===== config.mk =====
export PLATFORM = sky130hd
export DESIGN_NAME = asc_top
export DESIGN_NICKNAME = d
export VERILOG_FILES = /design/src/asc_pkg.sv /design/src/asc_top.sv
export VERILOG_INCLUDE_DIRS = /design/src /design/src/src
export SDC_FILE = /design/constraint.sdc
export NUM_CORES = 1
export LEC_CHECK = 0
export BUFFER_PORTS_ARGS = -buffer_cell sky130_fd_sc_hd__buf_4
export CAP_MARGIN = 20
export CORE_MARGIN = 3
export CORE_UTILIZATION = 46
export DETAILED_ROUTE_END_ITERATION = 10
export GPL_ROUTABILITY_DRIVEN = 0
export PLACE_DENSITY = 0.69
export SLEW_MARGIN = 20
export SYNTH_ARGS = -nofsm -noshare
export SYNTH_HDL_FRONTEND = slang
export SYNTH_SLANG_ARGS = --single-unit
export TNS_END_PERCENT = 30

===== constraint.sdc =====
create_clock -name mclk -period 5 [get_ports mclk]
set_input_delay 0.5 -clock mclk [delete_from_list [all_inputs] [get_ports mclk]]
set_output_delay 0.5 -clock mclk [all_outputs]
set_load 0.03 [all_outputs]

===== src/asc_cfg.svh =====
// Constants for the serial converter control and readout block
`ifndef ASC_CFG_SVH
`define ASC_CFG_SVH

// ==========================================================
// Register offsets (byte addresses, one word each)
`define ASC_CTRL_OFS      8'h00
`define ASC_STATUS_OFS    8'h04
`define ASC_RESULT_OFS    8'h08
`define ASC_TEST_OFS      8'h0c

// ==========================================================
// Control fields
`define ASC_CTRL_RST      2'h0
`define ASC_CTRL_NOCFG    0
`define ASC_CTRL_TEST     1

// ==========================================================
// Status fields
`define ASC_ST_SEL        0
`define ASC_ST_SAMPLE     1
`define ASC_ST_CONV       2
`define ASC_ST_WORD       3
`define ASC_ST_SINGLE     4
`define ASC_ST_ODD        5
`define ASC_ST_STATE_LO   6

// ==========================================================
// Serial framing and timing counts
`define ASC_CFG_BITS      2'h3
`define ASC_NOCFG_PULSE   2'h1
`define ASC_RES_BITS      10
`define ASC_RES_LAST      4'ha
`define ASC_CONV_HALF     5'h15
`define ASC_TEST_RST      10'h000

`endif


===== src/asc_pkg.sv =====
// Types shared by the serial converter control and readout block
package asc_pkg;

    // ==========================================================
    // Serial sequence states, Gray coded along the path through ASC_CFG
    typedef enum logic [2:0] {
        ASC_IDLE = 3'b000,
        ASC_HUNT = 3'b001,
        ASC_CFG  = 3'b011,
        ASC_LEAD = 3'b010,
        ASC_DATA = 3'b110,
        ASC_DONE = 3'b111
    } asc_state_t;

    // ==========================================================
    // Captured configuration field after the start bit
    typedef struct packed {
        logic single_ended_select;
        logic odd_sel;
        logic dummy;
    } asc_cfg_t;

    // ==========================================================
    // APB request from the master
    typedef struct packed {
        logic        psel;
        logic        penable;
        logic        pwrite;
        logic [7:0]  paddr;
        logic [31:0] pwdata;
    } asc_apb_req_t;

    // ==========================================================
    // Multiplexer switch settings to the analog front end
    typedef struct packed {
        logic input_channel_a_pos;
        logic input_channel_b_pos;
        logic input_channel_a_neg;
        logic input_channel_b_neg;
        logic gnd_neg;
    } asc_mux_t;

endpackage


===== src/asc_top.sv =====
// Serial configuration and readout logic of a 10-bit sampling converter
//
// Our own choices: the placing of the registers and the APB slave port.
`timescale 1ns/1ps
`include "asc_cfg.svh"

module asc_top (
    input  wire logic                 mclk,          // System clock, 20 MHz
    input  wire logic                 resetn,        // Async reset, active low
    input  wire asc_pkg::asc_apb_req_t apb_req,      // APB request group
    output logic [31:0]               prdata,        // APB read data
    output logic                      pready,        // APB ready
    output logic                      pslverr,       // APB error on unmapped
    input  wire logic                 select_n,      // Select pin, active low
    input  wire logic                 shift_clk,     // Host shift clock pin
    input  wire logic                 cfg_in,        // Configuration data pin
    output logic                      data_out,      // Serial result data
    output logic                      data_out_oe,   // Result pin drive enable
    input  wire logic [9:0]           analog_code,   // Code from analog core
    output asc_pkg::asc_mux_t         mux_sel,       // Front end switch setting
    output logic                      sample_track,  // Sample switch closed
    output logic                      power_on,      // Interface powered
    output logic                      conv_power     // Converter core powered
);

    // ==========================================================
    // Declarations
    logic       cs_meta, cs_sync, cs_last;       // Select synchroniser
    logic       ck_meta, ck_sync, ck_last;       // Shift clock synchroniser
    logic       di_meta, di_sync;                // Data in synchroniser
    logic       ck_rise, ck_fall, cs_fall;       // Edge events
    asc_pkg::asc_state_t state;                  // Serial sequence state
    logic [1:0] bit_cnt;                         // Config bits or pulses seen
    logic [3:0] out_cnt;                         // Result bits launched
    logic [9:0] out_shift;                       // Result shift register
    logic [9:0] result;                          // Last held result
    asc_pkg::asc_cfg_t cfg;                      // Captured config field
    logic       word_done;                       // Config word complete
    logic       do_hold;                         // Hold edge event
    logic [4:0] conv_cnt;                        // Conversion half cycles left
    logic [1:0] ctrl;                            // Control register
    logic [9:0] test_code;                       // Test code register
    logic       acc_wr, setup_rd, hit;           // Bus decode terms

    // ==========================================================
    // Address decode, shared by write and error paths
    function automatic logic asc_hit(input logic [7:0] a);
        asc_hit = (a == `ASC_CTRL_OFS) || (a == `ASC_STATUS_OFS) ||
                  (a == `ASC_RESULT_OFS) || (a == `ASC_TEST_OFS);
    endfunction

    // ==========================================================
    // Pin synchronisers, two flops before any logic
    always_ff @(posedge mclk or negedge resetn) begin
        if (!resetn) begin
            cs_meta <= 1'b1;
            cs_sync <= 1'b1;
            ck_meta <= 1'b0;
            ck_sync <= 1'b0;
            di_meta <= 1'b0;
            di_sync <= 1'b0;
        end else begin
            cs_meta <= select_n;
            cs_sync <= cs_meta;
            ck_meta <= shift_clk;
            ck_sync <= ck_meta;
            di_meta <= cfg_in;
            di_sync <= di_meta;
        end
    end

    // ==========================================================
    // Edge history of the synchronised levels
    always_ff @(posedge mclk or negedge resetn) begin
        if (!resetn) begin
            cs_last <= 1'b1;
            ck_last <= 1'b0;
        end else begin
            cs_last <= cs_sync;
            ck_last <= ck_sync;
        end
    end

    // ==========================================================
    // Edge events
    assign ck_rise = ck_sync & ~ck_last;
    assign ck_fall = ~ck_sync & ck_last;
    assign cs_fall = ~cs_sync & cs_last;

    // Hold edge: falling edge after dummy bit, or second pulse in variant
    assign do_hold = ck_fall && !cs_sync &&
                     (((state == asc_pkg::ASC_CFG) && word_done) ||
                      ((state == asc_pkg::ASC_HUNT) && ctrl[`ASC_CTRL_NOCFG] &&
                       (bit_cnt == `ASC_NOCFG_PULSE)));

    // ==========================================================
    // Serial sequence state
    always_ff @(posedge mclk or negedge resetn) begin
        if (!resetn) begin
            state <= asc_pkg::ASC_IDLE;
        end else if (cs_sync) begin
            state <= asc_pkg::ASC_IDLE;
        end else begin
            case (state)
                asc_pkg::ASC_IDLE: begin
                    // Wait for select to fall
                    if (cs_fall) begin
                        state <= asc_pkg::ASC_HUNT;
                    end
                end
                asc_pkg::ASC_HUNT: begin
                    // Skip zeros, or count pulses in the variant
                    if (do_hold) begin
                        state <= asc_pkg::ASC_LEAD;
                    end else if (ck_rise && di_sync && !ctrl[`ASC_CTRL_NOCFG]) begin
                        state <= asc_pkg::ASC_CFG;
                    end
                end
                asc_pkg::ASC_CFG: begin
                    // Bits are captured in their own process
                    if (do_hold) begin
                        state <= asc_pkg::ASC_LEAD;
                    end
                end
                asc_pkg::ASC_LEAD: begin
                    // Second null bit goes out on this rise
                    if (ck_rise) begin
                        state <= asc_pkg::ASC_DATA;
                    end
                end
                asc_pkg::ASC_DATA: begin
                    // Leave once the last result bit is out
                    if (ck_rise && (out_cnt == `ASC_RES_LAST)) begin
                        state <= asc_pkg::ASC_DONE;
                    end
                end
                asc_pkg::ASC_DONE: begin
                    // Input ignored until select rises
                    state <= asc_pkg::ASC_DONE;
                end
                default: begin
                    state <= asc_pkg::ASC_IDLE;
                end
            endcase
        end
    end

    // ==========================================================
    // Config word capture and pulse count
    always_ff @(posedge mclk or negedge resetn) begin
        if (!resetn) begin
            bit_cnt   <= 2'h0;
            word_done <= 1'b0;
            cfg       <= '0;
        end else if (cs_sync || (state == asc_pkg::ASC_IDLE)) begin
            // Deselect or idle: forget the partial word
            bit_cnt   <= 2'h0;
            word_done <= 1'b0;
        end else if (state == asc_pkg::ASC_HUNT) begin
            // Variant counts falling edges; otherwise zeros are skipped
            if (ctrl[`ASC_CTRL_NOCFG] && ck_fall) begin
                bit_cnt <= bit_cnt + 2'h1;
            end
        end else if ((state == asc_pkg::ASC_CFG) && ck_rise && !word_done) begin
            // Mode, polarity and dummy shift in turn
            cfg     <= {cfg.odd_sel, cfg.dummy, di_sync};
            bit_cnt <= bit_cnt + 2'h1;
            if (bit_cnt == (`ASC_CFG_BITS - 2'h1)) begin
                // Third bit in: word complete
                word_done <= 1'b1;
            end
        end
    end

    // ==========================================================
    // Sample switch: from polarity bit to hold edge
    always_ff @(posedge mclk or negedge resetn) begin
        if (!resetn) begin
            sample_track <= 1'b0;
        end else if (cs_sync || do_hold) begin
            sample_track <= 1'b0;
        end else if ((state == asc_pkg::ASC_CFG) && ck_rise && (bit_cnt == 2'h1)) begin
            sample_track <= 1'b1;
        end else if ((state == asc_pkg::ASC_HUNT) && ctrl[`ASC_CTRL_NOCFG] && ck_rise) begin
            // Variant has no polarity bit: track from the first rise
            sample_track <= 1'b1;
        end
    end

    // ==========================================================
    // Multiplexer decode, dummy bit left out
    always_ff @(posedge mclk or negedge resetn) begin
        if (!resetn) begin
            mux_sel <= '0;
        end else begin
            // Switch order: a_pos, b_pos, a_neg, b_neg, gnd_neg
            case ({cfg.single_ended_select, cfg.odd_sel})
                2'b10: begin
                    // Channel A against ground
                    mux_sel <= asc_pkg::asc_mux_t'(5'b10001);
                end
                2'b11: begin
                    // Channel B against ground
                    mux_sel <= asc_pkg::asc_mux_t'(5'b01001);
                end
                2'b00: begin
                    // Channel A minus channel B
                    mux_sel <= asc_pkg::asc_mux_t'(5'b10010);
                end
                2'b01: begin
                    // Channel B minus channel A
                    mux_sel <= asc_pkg::asc_mux_t'(5'b01100);
                end
                default: begin
                    mux_sel <= '0;
                end
            endcase
        end
    end

    // ==========================================================
    // Conversion timing, counted in shift clock half cycles
    always_ff @(posedge mclk or negedge resetn) begin
        if (!resetn) begin
            conv_cnt <= 5'h00;
            result   <= 10'h000;
        end else if (do_hold) begin
            // Hold edge: start counting, freeze the code
            conv_cnt <= `ASC_CONV_HALF;
            result   <= ctrl[`ASC_CTRL_TEST] ? test_code : analog_code;
        end else if ((conv_cnt != 5'h00) && (ck_rise || ck_fall)) begin
            // One step per shift clock edge
            conv_cnt <= conv_cnt - 5'h01;
        end
    end

    // ==========================================================
    // Serial output: null bits then result, high impedance otherwise
    always_ff @(posedge mclk or negedge resetn) begin
        if (!resetn) begin
            data_out    <= 1'b0;
            data_out_oe <= 1'b0;
            out_cnt     <= 4'h0;
            out_shift   <= 10'h000;
        end else if (cs_sync) begin
            // Deselect: line back to high impedance
            data_out    <= 1'b0;
            data_out_oe <= 1'b0;
            out_cnt     <= 4'h0;
        end else if (do_hold) begin
            // First null bit, line taken on the falling edge
            data_out    <= 1'b0;
            data_out_oe <= 1'b1;
            out_cnt     <= 4'h0;
            out_shift   <= ctrl[`ASC_CTRL_TEST] ? test_code : analog_code;
        end else if (ck_rise && (state == asc_pkg::ASC_LEAD)) begin
            // Second null bit
            data_out <= 1'b0;
        end else if (ck_rise && (state == asc_pkg::ASC_DATA)) begin
            if (out_cnt == `ASC_RES_LAST) begin
                // Past the last bit: release the line
                data_out    <= 1'b0;
                data_out_oe <= 1'b0;
            end else begin
                // Next result bit, most significant first
                data_out  <= out_shift[`ASC_RES_BITS-1];
                out_shift <= {out_shift[`ASC_RES_BITS-2:0], 1'b0};
                out_cnt   <= out_cnt + 4'h1;
            end
        end
    end

    // ==========================================================
    // Power indicators
    assign power_on   = ~cs_sync;
    assign conv_power = ~cs_sync && ((conv_cnt != 5'h00) || sample_track);

    // ==========================================================
    // APB slave, zero wait states
    assign hit      = asc_hit(apb_req.paddr);
    assign acc_wr   = apb_req.psel && apb_req.penable && apb_req.pwrite && hit;
    assign setup_rd = apb_req.psel && !apb_req.penable && !apb_req.pwrite;
    // Every access completes in its first access cycle
    assign pready   = 1'b1;
    assign pslverr  = apb_req.psel && apb_req.penable && !hit;

    // ==========================================================
    // Writable registers
    always_ff @(posedge mclk or negedge resetn) begin
        if (!resetn) begin
            ctrl      <= `ASC_CTRL_RST;
            test_code <= `ASC_TEST_RST;
        end else if (acc_wr) begin
            if (apb_req.paddr == `ASC_CTRL_OFS) begin
                // Variant and test code selects
                ctrl <= apb_req.pwdata[1:0];
            end
            if (apb_req.paddr == `ASC_TEST_OFS) begin
                // Code sent in place of the analog one
                test_code <= apb_req.pwdata[9:0];
            end
        end
    end

    // ==========================================================
    // Read data latched in the setup cycle
    always_ff @(posedge mclk or negedge resetn) begin
        if (!resetn) begin
            prdata <= 32'h0000_0000;
        end else if (setup_rd) begin
            case (apb_req.paddr)
                `ASC_CTRL_OFS: begin
                    prdata <= {30'h0, ctrl};
                end
                `ASC_STATUS_OFS: begin
                    prdata <= {23'h0, state, cfg.odd_sel, cfg.single_ended_select,
                               word_done, (conv_cnt != 5'h00), sample_track, ~cs_sync};
                end
                `ASC_RESULT_OFS: begin
                    prdata <= {22'h0, result};
                end
                `ASC_TEST_OFS: begin
                    prdata <= {22'h0, test_code};
                end
                default: begin
                    prdata <= 32'h0000_0000;
                end
            endcase
        end
    end

endmodule


==> out/results.ini, run 1 <==
[worst_hold_path]
hold_class=in -> reg

[cells_and_area]
fin_nets=447
final_cells=488
fillers=675
antennaDiodeCount=0
area_delta_synth_final_pct=16.3
drive_above_1_share_pct=27.5

[die]
dieArea_um2=9180
ioPinCount=102
fp-row-count=32
initial_core_util_pct=47.8
core_area_um2=7770
die_w_um=95.8
die_h_um=95.8

[power]
peakVddDrop_uv=139
p_per_area_nw_per_um2=350
p_leak_nw=2.06
finalPower_mw=1.51

[logic_synthesis]
synth_edf_count=0
synth_commonest_cells=73 x dfrtp_1, 24 x nor2_1, 23 x buf_4, 22 x nand2_1, 20 x mux2i_1
ys_seq_area_share_pct=51.3
yosysTopAreaCell=dfrtp_1
yosysUniqueCellTypes=57
synth_top_cell_area_share_pct=49.2
syn_area_um2=3710
syn_inst=329
synth_area_leaders=dfrtp_1 49%, mux2_2 5.5%, mux2i_1 5.4%, buf_4 4.7%, ha_1 2.7%
ys_warn_count=0
ys_ff_latch=76
postSynth.asyncResetShare_pct=100
yosys_most_used_dff=dfrtp_1
syn_avg_cell_area_um2=11.3
synth_most_common_cell=dfrtp_1

[grt]
grt_max_degree=77
top_usage_layer=met2
grt_pass1_vias=2581
overflow=0
grt_util_all_layers_pct=18.5
grt_use_met1_pct=26.1
globalRouteMet3Util_pct=3.75
use_met2_pct=28.1
antenna_found_initial=0
grt_pass1_wl_um=12900

[critical_path]
cp_slowest_cell=a211o_1
start_kind=register
worst_ep_required_time_ns=5.23
critPathArrivalTime_ns=2.54
endpoint_kind=register
crit_type=reg -> reg
crit_fanout=29
cp_slowest_stage_delay_ns=0.77
crit_chain=nand4b_1, a211o_1, nor2_1, a221o_1

[cts]
cts_tree=built
cts-root-buf=clkbuf_8
cts_resized=0
post_cts_buffers=0
ctsHoldBuffers=0
cts_buffers=9
clk_pin_slew_ns=0.08
clkSinkCount=76
clockBufferDepth=2
htreeDepth=3
clk_latency_ns=0.35

[detailed_routing]
routed_wl_um=7790
vias_per_cell=5.24
wl_per_cell_um=16.0
drt_iter0_markers=146
route.detailed.drc=0
drt_pre_antenna_iters=4
ant_nets=0
vias=2558

[sta]
rsz0062_at_grt=no
clock_skew_ns=0.00497
fmax_mhz=433
fin_setup_tns_ns=0
holdWs_ns=0.253
worst_slew_pin_slew_ns=0.935
post-route-period-util_pct=46.2
hold_violations=0
worst_slew_margin_rel_pct=37.7
min_period_ns=2.31
setup_viol=0
maxSlewViolCount=0

[status]
outcome=completed

[place]
port_buffers=56
dp_cells=472
post-dp-hpwl_um=5610

[flow_run]
cap_violations=0

metrics by stage:
step | area, um^2 | util, % | setup WS (ns)
6_report | 4320 | 55.6 | 2.69
5_1_grt | 4320 | 55.6 | 2.42
4_1_cts | 4320 | 55.6 | 2.69
3_5_place_dp | 4110 | 53.0 | 2.72
3_3_place_gp | 4110 | 53.0 | 2.72
2_1_floorplan | 3790 | - | 3.00
state kept, by name (all words and copies together), names as in the netlist, 2 cells and up:
| register | flops |
|---|---|
| bit_cnt | 2 |
| ctrl | 2 |
| state | 3 |
| result | 10 |
| mux_sel | 5 |
| test_code | 10 |
| prdata | 10 |
| out_shift | 10 |
| conv_cnt | 5 |
| cfg | 3 |
| out_cnt | 4 |
cells in the final DEF (no fill, tap or decap), types with 5 or more instances in the layout:
cell	n
a21o_1	7
a21oi_1	6
a221o_1	6
a22oi_1	7
buf_4	57
clkbuf_8	11
conb_1	23
dfrtp_1	73
ha_1	8
inv_1	13
mux2_2	18
mux2i_1	20
nand2_1	22
nand2b_1	5
nand3_1	8
nor2_1	24
o21ai_0	14
area by class of cell:
| cell class | instances | area (um^2) | share of cell area, % |
|---|---|---|---|
| clock buffer | 12 | 155 | 3.59 |
| clock inverter | 4 | 47.5 | 1.10 |
| timing repair buffer | 57 | 428 | 9.91 |
| inverter | 13 | 48.8 | 1.13 |
| tap | 102 | 128 | 2.96 |
| multi-input combinational | 224 | 1600 | 37.2 |
| sequential | 76 | 1910 | 44.1 |
routing by layer:
layer / wire (um) / part of all wire [%] / vias up
met5: 0 / 0 / -
met4: 123 / 1.6 / 0
met3: 409 / 5.3 / 9
met2: 3740 / 48 / 86
met1: 3510 / 45 / 1241
li1: - / - / 1222
kinds of logic after synthesis:
| group | share of synthesized area (%) |
|---|---|
| AO/OA/AOI/OAI | 11.1 |
| XOR/XNOR | 1.42 |
| adder cells (fa/ha/maj) | 2.70 |
| buffers and inverters | 7.58 |
| flip-flops | 51.3 |
| multiplexers | 12.9 |
| other | 0.202 |
| AND/OR/NAND/NOR | 12.8 |
power breakdown:
group | leakage, nW | switching [mW] | internal [mW] | total [mW]
clock network | 0.102 | 0.225 | 0.256 | 0.482
registers | 0.957 | 0.0610 | 0.669 | 0.730
logic | 1.00 | 0.167 | 0.133 | 0.300
total | 2.06 | 0.453 | 1.06 | 1.51
critical path, delay by kind of cell (launching register included):
family	cells	cell delay, ns
DFF	1	0.66
and+or+nand+nor	2	0.44
AOI/OAI and AO/OA	2	1.08
path summary, 6_finish.rpt:
check	depth (start not counted)	startpoint	endpoint	slack [ns]
max	4	state[1]	out_shift[1]	2.69
min in group asynchronous	1	resetn	bit_cnt[0]	0.30
max in group asynchronous	1	resetn	ctrl[1]	4.12
min reg2reg	0	cs_meta	cs_sync	0.36
max reg2reg	4	state[1]	out_shift[1]	2.69
min	1	shift_clk	ck_meta	0.25
No activity file was read; power rests on OpenSTA's default activity.
==> run 2: changes to the inputs <==
PLACE_DENSITY = 0.71   (was 0.69)
clock period = 2.1 ns   (was 5 ns; I/O delays follow)
==> out/results.ini, run 2 (synthesis results as in run 1) <==
[status]
outcome=completed

[sta]
worst_slew_margin_rel_pct=56.3
setup_viol=0
fin_setup_tns_ns=0
fmax_mhz=528
maxSlewViolCount=0
hold_violations=0
post-route-period-util_pct=90.1
clock_skew_ns=0.0111
rsz0062_at_grt=no
worst_slew_pin_slew_ns=0.656
min_period_ns=1.89

[power]
power.share.switching_pct=30.8
peakVddDrop_uv=392
combPwrFrac_pct=22.3
switchingPower_mw=1.08
pwr-share-clk_pct=28.9
seq_power_share_pct=48.7
p_int_mw=2.43
p_per_area_nw_per_um2=787
p_leak_nw=2.14

[cts]
clkSinkCount=76
htreeDepth=3
clockBufferDepth=2
cts_buffers=9
clk_pin_slew_ns=0.08
clk_latency_ns=0.34
cts-root-buf=clkbuf_8
cts_tree=built

[cells_and_area]
mostFrequentLayoutCells=73 x dfrtp_1, 73 x buf_4, 24 x nor2_1
area_delta_synth_final_pct=20.1
drive_above_1_share_pct=30.4
multi_input_area_um2=1610
stdcell_area_um2=4460
regArea_um2=1910
fin_nets=467
fin_util_pct=57.4
fillers=667
antennaDiodeCount=0

[detailed_routing]
drt_iter0_markers=128
vias=2632
wl_per_cell_um=15.5
ant_nets=0
routed_wl_um=7880
route.detailed.drc=0
drt_pre_antenna_iters=4
vias_per_cell=5.19

[critical_path]
worst_ep_required_time_ns=1.89
crit_type=reg -> out
crit_fanout=5
endpoint_kind=primary output
start_kind=register
critPathArrivalTime_ns=1.68

[grt]
overflow=0
grt_pass1_vias=2664
grt_max_degree=39
grt_pass1_wl_um=13200
antenna_found_initial=0
grt_util_all_layers_pct=19.1

[die]
ioPinCount=102
die_h_um=95.8
core_area_um2=7770
initial_core_util_pct=47.8
fp-row-count=32
dieArea_um2=9180
die_w_um=95.8

[place]
port_buffers=56
post-dp-hpwl_um=5890
dpl_cell_area_um2=4230

[worst_hold_path]
hold_class=in -> reg

[flow_run]
cap_violations=0

[run 2: cell types whose count changed in the layout (fill, tap and decap cells not counted)]
cell | previous run | this run
buf_4 | 57 | 73
dlygate4sd3_1 | 0 | 4
bufinv_16 | 1 | 0
clkbuf_1 | 1 | 0
clkinvlp_4 | 1 | 2
nor4b_1 | 1 | 0
nor4b_2 | 0 | 1
[run 2: timing repair]
item	in CTS	in global routing
hold buffers	4	0
setup buffers	0	0
endpoints found under the hold margin	37	0
setup endpoints to repair	0	1
gates resized for setup	0	1
[run 2: per-stage QoR]
step / hold WS, ns / worst slack (ns) / std cells / total power [mW]
global route: 0.0799 / 0.0491 / 507 / 3.73
global placement: 0.215 / 0.270 / 488 / 2.48
finish: 0.0938 / 0.208 / 507 / 3.51
detailed placement: 0.216 / 0.243 / 488 / 2.51
CTS: 0.0807 / 0.0348 / 507 / 3.52
floorplan: -0.0856 / 0.315 / 350 / 2.28
[run 2: power groups by stage]
stage	logic (mW)	registers [mW]	clock network, mW
after floorplan	0.554	1.72	0
after global placement	0.755	1.73	0
after detailed placement	0.772	1.74	0
after CTS	0.788	1.71	1.03
after global routing	0.887	1.73	1.11
final	0.782	1.71	1.02
[run 2: final timing paths]
path	startpoint	endpoint	slack, ns	depth (start not counted)
max in group asynchronous	resetn	cs_meta	1.03	3
min	apb_req[8]	test_code[8]	0.09	2
max	conv_cnt[0]	conv_power	0.21	6
max reg2reg	ck_last	out_shift[7]	0.21	7
min in group asynchronous	resetn	bit_cnt[1]	0.37	2
min reg2reg	di_meta	di_sync	0.36	0
[run 2: final cells by class]
class,count,share of cell area (%)
Clock buffer,11,3.40
Clock inverter,4,0.561
Sequential cell,76,42.8
Multi-Input combinational cell,224,36.1
Timing Repair Buffer,77,13.2
Inverter,13,1.09
Tap cell,102,2.86
[run 2: per-layer routing]
layer	share of wire [%]	track usage [%]	vias to the layer above
li1	-	-	1262
met1	47	27.5	1272
met2	46	28.4	81
met3	4.1	3.13	17
met4	2.3	8.65	0
met5	0	0	-
[run 2: worst max-delay path, cell delays in order (launching register included)]
cell and delay, ns:
dfrtp_1 0.40, inv_1 0.09, ha_1 0.15, nor4b_2 0.25
buf_4 0.20, a21oi_1 0.08, buf_4 0.17
